## src/core/stack_ops_pkg.sv

```systemverilog
// Constants, encodings and carrier types for the return stack, call and reset instruction decoder.
package stack_ops_pkg;
  localparam int PC_W = 21;
  localparam int STACK_DEPTH = 31;
  localparam int PTR_W = 5;
  localparam logic [15:0] OPC_PUSH = 16'h0005;
  localparam logic [15:0] OPC_RESET = 16'h00FF;
  localparam logic [4:0] OPC_RELATIVE_SUBROUTINE_CALL_PREFIX = 5'h1B;
  localparam int OFFSET_W = 11;
  localparam logic [PC_W-1:0] PC_STEP = 21'h00_0002;
  localparam logic [PC_W-1:0] PC_RESET = 21'h00_0000;
  localparam logic [PTR_W-1:0] PTR_RESET = 5'h00;
  localparam logic [7:0] STATUS_RESET = 8'h00;
  localparam logic [1:0] PHASE_RESET = 2'h0;
  localparam logic [1:0] PHASE_Q1 = 2'h0;
  localparam logic [1:0] PHASE_Q2 = 2'h1;
  localparam logic [1:0] PHASE_Q4 = 2'h3;

  typedef enum logic [1:0] {
    ST_FETCH = 2'b00,
    ST_CALL_NOP = 2'b01
  } exec_state_t;

  typedef struct packed {
    logic [PC_W-1:0] pc;
    logic [PC_W-1:0] top_of_return_stack;
    logic [PTR_W-1:0] stack_ptr;
    logic [7:0] status;
  } core_view_t;
endpackage

```

## src/core/phase_counter.sv

```systemverilog
// Four-phase instruction cycle sequencer.
`timescale 1ns/1ps
module phase_counter
  import stack_ops_pkg::*;
(
  input wire logic core_clk_i,
  input wire logic reset_i,
  output logic [1:0] phase_o
);
  logic [1:0] phase;
  logic [1:0] next_phase;

  always_comb begin
    next_phase = phase + 2'h1;
  end

  always_ff @(posedge core_clk_i) begin
    if (reset_i) begin
      phase <= PHASE_RESET;
    end else begin
      phase <= next_phase;
    end
  end

  assign phase_o = phase;
endmodule

```

## src/core/return_stack_call_reset_ops.sv

```systemverilog
// Decoder and executor for push, relative subroutine call and software master clear.
`timescale 1ns/1ps
module return_stack_call_reset_ops
  import stack_ops_pkg::*;
(
  input wire logic core_clk_i,
  input wire logic reset_i,
  input wire logic [15:0] instr_i,
  input wire logic [7:0] status_i,
  input wire logic status_we_i,
  output logic [PC_W-1:0] fetch_addr_o,
  output logic [1:0] phase_o,
  output logic sw_reset_o,
  output logic call_busy_o,
  output core_view_t view_o
);
  typedef struct packed {
    exec_state_t st;
    logic [PC_W-1:0] pc;
    logic [PTR_W-1:0] ptr;
    logic [15:0] ir;
    logic [PC_W-1:0] ret_addr;
    logic [PC_W-1:0] target;
    logic [7:0] status;
    logic sw_reset;
  } state_t;

  // One instruction cycle is four clock edges, counted by the phase sequencer.
  // Phase Q1 drops the software reset request left from the previous cycle.
  // Phase Q2 carries out the word latched at the end of the previous cycle.
  // Phase Q3 has no decode action of its own; a pending software reset lands here.
  // Phase Q4 latches the next word and steps the program counter by one word.
  // The program counter always holds the address after the word being executed.
  // That is why a push stores the counter as it stands, with no extra addition.
  // A relative call reads that same counter as its base, so its target already
  // includes the step over the call word itself.
  // The offset counts words, and one word is two address units.
  // Doubling the offset keeps every call target on a word boundary.
  // The call target is worked out in Q2 and held until Q4 writes it to the counter.
  // The return address is stored in Q2, before the counter changes in Q4.
  // The word fetched in the Q4 of a call belongs to the old path and is dropped.
  // The following cycle is a no-operation cycle while the target word is fetched.
  // No decode happens during that cycle, so the cleared latched word does nothing; its Q4 latches the target word.
  // The stack pointer counts every push, also those that no longer fit.
  // Pushes past the last slot are not stored and the pointer wraps around.
  // The newest return address is also kept in the state, though the top readout never selects it.
  // A software reset is requested in Q2 and applied one edge later.
  // Applying it clears the counter, the pointer, the latched word and the status.
  // A status write in the same cycle as the applied reset is lost: reset wins.
  // The phase sequencer is not cleared by a software reset.
  // The reset lands with the sequencer in Q3, so the next edge is a Q4 fetch.
  // That fetch reads address zero, exactly as after a power-up reset.
  // The software reset output therefore stands for a single clock cycle.
  // The external reset input clears every field at once on the clock edge.
  // Status flags are only written through the status write strobe, and cleared by either reset.
  // Neither a push nor a call ever touches the status flags.
  // The stack array is written on the Q2 edge, together with the new pointer.

  state_t r;
  state_t next_r;
  logic [1:0] phase;
  logic [PC_W-1:0] stack_mem [STACK_DEPTH];
  logic push_en;
  logic [PTR_W-1:0] push_slot;
  logic is_push;
  logic is_relative_subroutine_call;
  logic is_reset;
  logic [PC_W-1:0] offset_ext;
  logic [PC_W-1:0] top_value;
  logic [PTR_W-1:0] top_slot;
  logic [PC_W-1:0] ret_calc;
  logic [PC_W-1:0] target_calc;
  core_view_t view;

  phase_counter u_phase (
    .core_clk_i(core_clk_i),
    .reset_i(reset_i),
    .phase_o(phase)
  );

  always_comb begin
    is_push = (r.st == ST_FETCH) && (r.ir == OPC_PUSH);
    is_relative_subroutine_call = (r.st == ST_FETCH) && (r.ir[15:11] == OPC_RELATIVE_SUBROUTINE_CALL_PREFIX);
    is_reset = (r.st == ST_FETCH) && (r.ir == OPC_RESET);
    offset_ext = PC_W'({{(PC_W-OFFSET_W){r.ir[OFFSET_W-1]}}, r.ir[OFFSET_W-1:0]});
  end

  // The return address and the call target both start from the incremented counter.
  // The sum wraps at the counter width, so a backward call near zero wraps high.
  always_comb begin
    ret_calc = r.pc;
    target_calc = PC_W'(r.pc + PC_W'(offset_ext << 1));
  end

  // Next-state logic for the whole core state.
  // Every field keeps its value unless the current phase has work for it.
  // The status write strobe is honoured in every phase.
  // The software reset branch at the end overrides all earlier assignments.
  // Only the latched word decides the action; the incoming word is read in Q4 only.
  // A call keeps its latched word until Q4, so Q4 still sees the call decoded.

  always_comb begin
    next_r = r;
    push_en = 1'b0;
    push_slot = r.ptr;
    if (status_we_i) begin
      next_r.status = status_i;
    end
    case (phase)
      PHASE_Q1: begin
        next_r.sw_reset = 1'b0;
      end
      PHASE_Q2: begin
        if (is_push || is_relative_subroutine_call) begin
          // Pushed value is the already incremented PC, written before any PC change.
          push_en = 1'b1;
          push_slot = r.ptr;
          next_r.ptr = PTR_W'(r.ptr + 5'h01);
          next_r.ret_addr = ret_calc;
        end
        if (is_relative_subroutine_call) begin
          next_r.target = target_calc;
        end
        if (is_reset) begin
          next_r.sw_reset = 1'b1;
        end
      end
      PHASE_Q4: begin
        next_r.ir = instr_i;
        next_r.pc = PC_W'(r.pc + PC_STEP);
        next_r.st = ST_FETCH;
        if (is_relative_subroutine_call) begin
          // Target fetch waits one cycle; the word already fetched is discarded.
          next_r.pc = r.target;
          next_r.st = ST_CALL_NOP;
          next_r.ir = 16'h0000;
        end
      end
      default: begin
        next_r.sw_reset = r.sw_reset;
      end
    endcase
    if (r.sw_reset) begin
      next_r.st = ST_FETCH;
      next_r.pc = PC_RESET;
      next_r.ptr = PTR_RESET;
      next_r.ir = 16'h0000;
      next_r.status = STATUS_RESET;
      next_r.ret_addr = PC_RESET;
      next_r.target = PC_RESET;
      next_r.sw_reset = 1'b0;
    end
  end

  // The external reset is synchronous and clears every state field.
  // The stack array itself is not cleared; the zero pointer hides its contents.
  always_ff @(posedge core_clk_i) begin
    if (reset_i) begin
      r.st <= ST_FETCH;
      r.pc <= PC_RESET;
      r.ptr <= PTR_RESET;
      r.ir <= 16'h0000;
      r.ret_addr <= PC_RESET;
      r.target <= PC_RESET;
      r.status <= STATUS_RESET;
      r.sw_reset <= 1'b0;
    end else begin
      r <= next_r;
    end
  end

  // Stack storage; a push beyond the last slot is dropped here.
  always_ff @(posedge core_clk_i) begin
    if (push_en && (push_slot < PTR_W'(STACK_DEPTH))) begin
      stack_mem[push_slot] <= r.pc;
    end
  end

  // The top is read back from the stack; once the pointer wraps to zero the top reads as PC_RESET.
  always_comb begin
    top_slot = PTR_W'(r.ptr - PTR_W'(1));
    top_value = PC_RESET;
    if (r.ptr != PTR_RESET) begin
      top_value = r.ret_addr;
      if (top_slot < PTR_W'(STACK_DEPTH)) begin
        top_value = stack_mem[top_slot];
      end
    end
  end

  always_comb begin
    view = '{pc: r.pc, top_of_return_stack: top_value, stack_ptr: r.ptr, status: r.status};
  end

  assign fetch_addr_o = r.pc;
  assign phase_o = phase;
  assign sw_reset_o = r.sw_reset;
  assign call_busy_o = (r.st == ST_CALL_NOP);
  assign view_o = view;
endmodule

```

## config.mk

```make
export PLATFORM = sky130hd
export DESIGN_NAME = return_stack_call_reset_ops
export DESIGN_NICKNAME = d
export VERILOG_FILES = /design/src/core/stack_ops_pkg.sv /design/src/core/phase_counter.sv /design/src/core/return_stack_call_reset_ops.sv
export SDC_FILE = /design/constraint.sdc
export NUM_CORES = 1
export LEC_CHECK = 0
export BUFFER_PORTS_ARGS = -buffer_cell sky130_fd_sc_hd__buf_4
export CAP_MARGIN = 20
export CELL_PAD_IN_SITES_DETAIL_PLACEMENT = 0
export CELL_PAD_IN_SITES_GLOBAL_PLACEMENT = 1
export CORE_MARGIN = 3
export CORE_UTILIZATION = 40
export DETAILED_ROUTE_END_ITERATION = 6
export PLACE_DENSITY_LB_ADDON = 0.1
export SLEW_MARGIN = 20
export SYNTH_ARGS = -nofsm -noshare
export SYNTH_HDL_FRONTEND = slang
export SYNTH_HIERARCHICAL = 1
export SYNTH_SLANG_ARGS = --single-unit
```

## constraint.sdc

```tcl
create_clock -name core_clk_i -period 5 [get_ports core_clk_i]
set_clock_uncertainty 0.05 [all_clocks]
set_input_delay 0.75 -clock core_clk_i [delete_from_list [all_inputs] [get_ports core_clk_i]]
set_output_delay 0.75 -clock core_clk_i [all_outputs]
set_load 0.05 [all_outputs]
```

==> results.toml, run 1 <==
[pwr]
power.share.clock_pct = 47.1
seq_power_share_pct = 51.9
power_density_mw_per_mm2 = 365
net_switching_power_figure_mw = 2.57
switching_share_pct = 19.9
pwr-share-comb_pct = 1.0
p_int_mw = 10.4
p_leak_nw = 11.5
max-vdd-ir-drop_mv = 0.251

[grt]
grt_max_degree = 102
globalRouteOverflowTotal = 0
grt_antenna_before_repair = 0
grt_util_all_layers_pct = 21.0
first_global_vias = 16804
grt_pass1_wl_um = 119000

[placed_design]
placement.cell_area_mm2 = 0.0327
placement.io_buffers = 106
detailed_place_hpwl_um = 48400
final_gp_congestion = 0.767
placedCellCount = 2752

[cells_and_area]
area_growth_pct = 16.3
insertedDiodeCount = 0
stdcell_area_mm2 = 0.0354
fillers = 6389
fin_nets = 1920
layoutNonFillerInstCount = 2904
multiInputGateArea_mm2 = 0.00833
regArea_mm2 = 0.0215
final_layout_size_suffix_gt1_share_pct = 28.6

[critical_path]
worstSetupStartpointType = "flop"
worst-endpoint-arrival_ps = 3910
cp-end-kind = "primary output"
critPathRequiredTime_ps = 4200
path_max_fanout = 45
worstSetupPathType = "flop to primary output"

[clock_tree]
post_cts_hold_buffer_count = 0
worst_path_clk_slew_ps = 60
clkLatencyLatePin_ps = 620
clock_tree.htree_level_count = 3
clock_root_buffer = "sky130_fd_sc_hd__clkbuf_16"
post-cts-setup-buffers = 0
postCtsResizedCells = 0
tritoncts_clock_tree = "built"
cts_buffer_depth = 3
cts_num_sinks = 747
clock_buffer_count_from_cts = 83

[floorplan]
die_y_um = 282
num_rows = 100
initial_utilization_pct = 40.6
design.core.area_mm2 = 0.0749
die_width_um = 282
top_level_ports = 107
die_area_mm2 = 0.0795

[sta]
totalNegativeSetupSlack_ps = 0
finalMaxSlewViolations = 0
achievable-frequency_ghz = 0.212
setup-violations-final = 0
tightest_slew_ps = 1080
finalHoldViolations = 0
post-route-period-util_pct = 94.1
min_period_ps = 4710
relSlewSlack_pct = 27.7
grt_setup_unrepaired = "false"

[synth]
synth_fp_nets = 1787
async_set_reset_flop_share_out_of_synthesis_pct = 0
avgSynthCellArea_um2 = 17.5
yosys_warnings = 6
synth.yosys.seq_area_share_pct = 70.5
synthesized_netlist_cell_count = 1735
yosysTopAreaCell = "sky130_fd_sc_hd__edfxtp_1"
synth_top_cells_by_area = "sky130_fd_sc_hd__edfxtp_1, sky130_fd_sc_hd__mux4_2, sky130_fd_sc_hd__dfxtp_1"
netlist-cell-type-count = 60
synth_area_mm2 = 0.0304
ffs_latches_synth = 747
post-synth-top-area-fraction_pct = 64.2
number_of_synthesized_flops_with_an_enable_pin = 651
ys_flop_type = "sky130_fd_sc_hd__edfxtp_1"

[route]
post_drt_wl_per_cell_um = 28.2
detail_route.vias_per_cell = 5.62
drt-total-wl_um = 82000
ant_nets = 0
drt-pass1-iter-count = 5
drt-initial-drc-count = 1441
routed-via-count = 16308
remaining_drc_errors = 0

[min_path]
min_path_type = "input pin to flop"

[status]
outcome = "complete, no violations"

[job]
max-cap-violations = 0
-- cell usage after synthesis (3+ instances only) --
master,n
sky130_fd_sc_hd__mux4_2,188
sky130_fd_sc_hd__ha_1,24
sky130_fd_sc_hd__xnor2_1,12
sky130_fd_sc_hd__a22oi_1,4
sky130_fd_sc_hd__mux2i_1,73
sky130_fd_sc_hd__nand4_1,7
sky130_fd_sc_hd__a21o_1,5
sky130_fd_sc_hd__and2_1,3
sky130_fd_sc_hd__nor2_1,136
sky130_fd_sc_hd__o31ai_1,3
sky130_fd_sc_hd__and3_1,8
sky130_fd_sc_hd__o22ai_1,3
sky130_fd_sc_hd__inv_1,6
sky130_fd_sc_hd__nor3_1,14
sky130_fd_sc_hd__buf_2,24
sky130_fd_sc_hd__nand3_1,28
sky130_fd_sc_hd__xor2_1,10
sky130_fd_sc_hd__nand3b_1,4
sky130_fd_sc_hd__edfxtp_1,651
sky130_fd_sc_hd__a31oi_1,5
sky130_fd_sc_hd__nor3b_1,5
sky130_fd_sc_hd__dfxtp_1,96
sky130_fd_sc_hd__nor2b_1,3
sky130_fd_sc_hd__nand2b_1,8
sky130_fd_sc_hd__nand2_1,105
sky130_fd_sc_hd__o21ai_0,48
sky130_fd_sc_hd__clkbuf_1,49
sky130_fd_sc_hd__nor4_1,5
sky130_fd_sc_hd__buf_4,61
sky130_fd_sc_hd__buf_1,6
sky130_fd_sc_hd__buf_6,4
sky130_fd_sc_hd__o21bai_1,3
sky130_fd_sc_hd__a211oi_1,8
sky130_fd_sc_hd__a21oi_1,91
-- flip-flops by register name, summed over array words and instances (netlist names) --
signal and count:
view_o 13, sw_reset_o 1, r 48, fetch_addr_o 21, stack_mem 651, offset_ext 11
u_phase/phase_o 2
-- logic make-up (layout without fill, tap and decap cells) --
family | Yosys count | in the layout | share of synthesized area, %
DFF | 747 | 747 | 70.5
and+or+nand+nor | 339 | 339 | 4.92
muxes | 262 | 262 | 16.4
AOI/OAI and AO/OA | 188 | 188 | 3.62
buffers and inverters | 152 | 352 | 2.85
adders and majority gates | 25 | 25 | 1.05
xor gates and xnor gates | 22 | 22 | 0.633
-- area by class of cell --
type | instances | area share [%]
clock buffer | 118 | 6.70
clock inverter | 34 | 1.05
inverter | 6 | 0.0636
multi-input combinational | 836 | 23.5
sequential | 747 | 60.6
tap | 969 | 3.42
timing repair buffer | 194 | 4.61
-- stage by stage --
stage / total power, mW / setup WS (ps) / util [%] / hold WS [ps]
after floorplan: 6.93 / 737 / - / 367
after global routing: 13.4 / 75.3 / 47.2 / 252
final: 12.9 / 293 / 47.2 / 279
after detailed placement: 6.98 / 928 / 43.6 / 385
after global placement: 6.98 / 994 / 43.5 / 379
after CTS: 13.1 / 228 / 47.2 / 242
-- power groups by stage --
stage	Sequential [mW]	Clock, mW	Combinational (mW)
6_report	6.71	6.10	0.134
5_1_grt	6.71	6.51	0.144
4_1_cts	6.71	6.24	0.136
3_5_place_dp	6.84	0	0.136
3_3_place_gp	6.84	0	0.135
2_1_floorplan	6.85	0	0.0808
-- worst paths after layout --
kind	from	end	slack [ps]	depth (start not counted)
worst max-delay path	view_o[9]	view_o[21]	290	9
worst min-delay path	reset_i	u_phase/phase_o[0]	280	2
worst max register to register	offset_ext[10]	stack_mem[1][19]	1130	7
worst min register to register	r[25]	r[25]	390	2
-- placed cells by master (no fill, tap or decap), types with 5 or more instances in the layout --
cell / synthesis / final
sky130_fd_sc_hd__edfxtp_1: 651 / 651
sky130_fd_sc_hd__mux4_2: 188 / 188
sky130_fd_sc_hd__buf_4: 61 / 180
sky130_fd_sc_hd__nor2_1: 136 / 114
sky130_fd_sc_hd__nand2_1: 105 / 105
sky130_fd_sc_hd__dfxtp_1: 96 / 95
sky130_fd_sc_hd__a21oi_1: 91 / 91
sky130_fd_sc_hd__clkbuf_16: 0 / 85
sky130_fd_sc_hd__mux2i_1: 73 / 73
sky130_fd_sc_hd__o21ai_0: 48 / 48
sky130_fd_sc_hd__nand3_1: 28 / 28
sky130_fd_sc_hd__ha_1: 24 / 23
sky130_fd_sc_hd__clkbuf_1: 49 / 21
sky130_fd_sc_hd__nor2_4: 0 / 15
sky130_fd_sc_hd__clkbuf_8: 0 / 12
sky130_fd_sc_hd__xnor2_1: 12 / 11
sky130_fd_sc_hd__buf_12: 0 / 11
sky130_fd_sc_hd__nor3_1: 14 / 10
sky130_fd_sc_hd__clkinv_2: 0 / 10
sky130_fd_sc_hd__xor2_1: 10 / 9
sky130_fd_sc_hd__nand2b_1: 8 / 8
sky130_fd_sc_hd__and3_1: 8 / 8
sky130_fd_sc_hd__a211oi_1: 8 / 8
sky130_fd_sc_hd__nand4_1: 7 / 7
sky130_fd_sc_hd__nor2_2: 0 / 7
sky130_fd_sc_hd__inv_1: 6 / 6
sky130_fd_sc_hd__clkinvlp_4: 0 / 6
sky130_fd_sc_hd__bufinv_16: 0 / 6
sky130_fd_sc_hd__nor4_1: 5 / 5
sky130_fd_sc_hd__nor3_2: 2 / 5
sky130_fd_sc_hd__a21o_1: 5 / 5
sky130_fd_sc_hd__a31oi_1: 5 / 5
-- worst max-delay path, cell delays in order (launching register included) --
cell and delay (ps):
sky130_fd_sc_hd__dfxtp_1 460, sky130_fd_sc_hd__inv_1 150, sky130_fd_sc_hd__ha_4 630, sky130_fd_sc_hd__buf_12 340, sky130_fd_sc_hd__buf_4 250, sky130_fd_sc_hd__mux4_2 310, sky130_fd_sc_hd__mux4_2 460, sky130_fd_sc_hd__mux2i_1 270
sky130_fd_sc_hd__nor2_1 120, sky130_fd_sc_hd__buf_4 210
-- per-layer routing --
layer	vias to the layer above	global-route usage, %	routed length [µm]
li1	7105	-	-
met1	8622	30.5	37100
met2	468	33.4	38900
met3	113	3.46	4140
met4	0	5.14	1790
met5	-	0	0
Power figures use the tool's default switching activity.
==> run 2: changes to the inputs <==
--- a/constraint.sdc
+++ b/constraint.sdc
@@ -3,3 +3,3 @@
 set_input_delay 0.75 -clock core_clk_i [delete_from_list [all_inputs] [get_ports core_clk_i]]
 set_output_delay 0.75 -clock core_clk_i [all_outputs]
-set_load 0.05 [all_outputs]
+set_load 0.02 [all_outputs]
==> run 2 against run 1 <==
Against the previous run: setup slack got worse by 130 ps; worst hold slack improved by 7.8 ps; highest routed layer unchanged; die area did not move; critical endpoint unchanged; routed wire length fell by 0.11%; flip-flop and latch count did not move; core utilization fell by 0.43 points; first-iteration DRC count fell by 1.0%; register-to-register slack improved by 50 ps.
==> results.toml, run 2 (synthesized netlist as in run 1, its figures left out) <==
[critical_path]
critPathRequiredTime_ps = 4200
worst-endpoint-arrival_ps = 4040
worstSetupPathType = "flop to primary output"
cp-end-kind = "primary output"
path_max_fanout = 141
worstSetupStartpointType = "flop"

[clock_tree]
cts_buffer_depth = 3
post_cts_hold_buffer_count = 0
worst_path_clk_slew_ps = 60
post-cts-setup-buffers = 0
clock_buffer_count_from_cts = 81
postCtsResizedCells = 0
clock_tree.htree_level_count = 3
cts_num_sinks = 747
clkLatencyLatePin_ps = 610
clock_root_buffer = "sky130_fd_sc_hd__clkbuf_16"
tritoncts_clock_tree = "built"

[route]
drt-pass1-iter-count = 5
remaining_drc_errors = 0
detail_route.vias_per_cell = 5.60
drt-total-wl_um = 81900
drt-initial-drc-count = 1426
ant_nets = 0
routed-via-count = 16158
post_drt_wl_per_cell_um = 28.4

[grt]
grt_pass1_wl_um = 119000
globalRouteOverflowTotal = 0
globalRouteMet2Util_pct = 34.2
first_global_vias = 16777
gr-max-usage-layer = "met2"
grt_antenna_before_repair = 1
grtUsageMet1_pct = 29.6
grt_max_degree = 142
globalRouteMet3Util_pct = 3.14
grt_util_all_layers_pct = 20.9

[placed_design]
placement.io_buffers = 106
detailed_place_hpwl_um = 48000
final_gp_congestion = 0.766

[floorplan]
die_y_um = 282
design.core.area_mm2 = 0.0749
die_area_mm2 = 0.0795
initial_utilization_pct = 40.6
top_level_ports = 107
die_width_um = 282
num_rows = 100

[sta]
grt_setup_unrepaired = "false"
totalNegativeSetupSlack_ps = 0
post-route-period-util_pct = 96.8
achievable-frequency_ghz = 0.207
min_period_ps = 4840
finalMaxSlewViolations = 0
relSlewSlack_pct = 8.80
setup-violations-final = 0
finalHoldViolations = 0
tightest_slew_ps = 1370

[job]
max-cap-violations = 0

[min_path]
min_path_type = "input pin to flop"

[cells_and_area]
final_common_cell = "sky130_fd_sc_hd__edfxtp_1"
fin_nets = 1909
final_layout_size_suffix_gt1_share_pct = 27.6
insertedDiodeCount = 0
fillers = 6372
registers.top_by_ff_count = "stack_mem"
largest_reg_flops = 651
area_growth_pct = 15.3
final_core_util_pct = 46.8
final_cell_mix = "sky130_fd_sc_hd__edfxtp_1, sky130_fd_sc_hd__mux4_2, sky130_fd_sc_hd__buf_4"

[pwr]
power_density_mw_per_mm2 = 359
max-vdd-ir-drop_mv = 0.220
p_leak_nw = 11.4
fin_total_pwr_mw = 12.6

[status]
outcome = "complete, no violations"
-- run 2: cell type report --
| type | instances | area, µm² | area share, % |
|---|---|---|---|
| Tap cell | 969 | 1210 | 3.46 |
| Multi-Input combinational cell | 836 | 8340 | 23.8 |
| Clock buffer | 103 | 2190 | 6.25 |
| Inverter | 6 | 22.5 | 0.0642 |
| Clock inverter | 40 | 352 | 1.00 |
| Sequential cell | 747 | 21500 | 61.2 |
| Timing Repair Buffer | 185 | 1500 | 4.27 |
-- run 2: path summary, 6_finish.rpt --
| check | from | to | slack [ps] | depth (start not counted) |
|---|---|---|---|---|
| worst max register to register | offset_ext[10] | stack_mem[27][14] | 1180 | 7 |
| worst min register to register | r[25] | r[25] | 400 | 2 |
| worst max-delay path | view_o[9] | view_o[21] | 160 | 8 |
| worst min-delay path | reset_i | u_phase/phase_o[0] | 290 | 2 |
-- run 2: worst max-delay path: stages, from the launching register on --
cell	delay (ps)
sky130_fd_sc_hd__dfxtp_1	460
sky130_fd_sc_hd__inv_1	150
sky130_fd_sc_hd__ha_4	310
sky130_fd_sc_hd__buf_12	420
sky130_fd_sc_hd__mux4_2	420
sky130_fd_sc_hd__mux4_2	540
sky130_fd_sc_hd__mux2i_1	270
sky130_fd_sc_hd__nor2_1	160
sky130_fd_sc_hd__buf_4	180
-- run 2: where the power goes --
group          leakage (nW)  internal (mW)  switching [mW]
Clock                  1.25           3.36            2.40
Sequential             6.80           6.70          0.0147
Combinational          3.30         0.0453          0.0732
Total                  11.4           10.1            2.49
-- run 2: per-stage QoR --
step | instance area [µm²] | worst slack, ps | hold WS (ps) | instances
finish | 35100 | 160 | 287 | 2886
global route | 35100 | 53.8 | 264 | 2886
CTS | 35100 | 195 | 249 | 2886
detailed placement | 32500 | 879 | 391 | 2743
global placement | 32500 | 903 | 380 | 2740
floorplan | 30400 | 1140 | 367 | 1735
-- run 2: per-layer routing --
| metal | up-vias | wire (µm) |
|---|---|---|
| met1 | 8543 | 36400 |
| met3 | 94 | 4000 |
| li1 | 7087 | - |
| met4 | 0 | 1620 |
| met5 | - | 0 |
| met2 | 434 | 39900 |
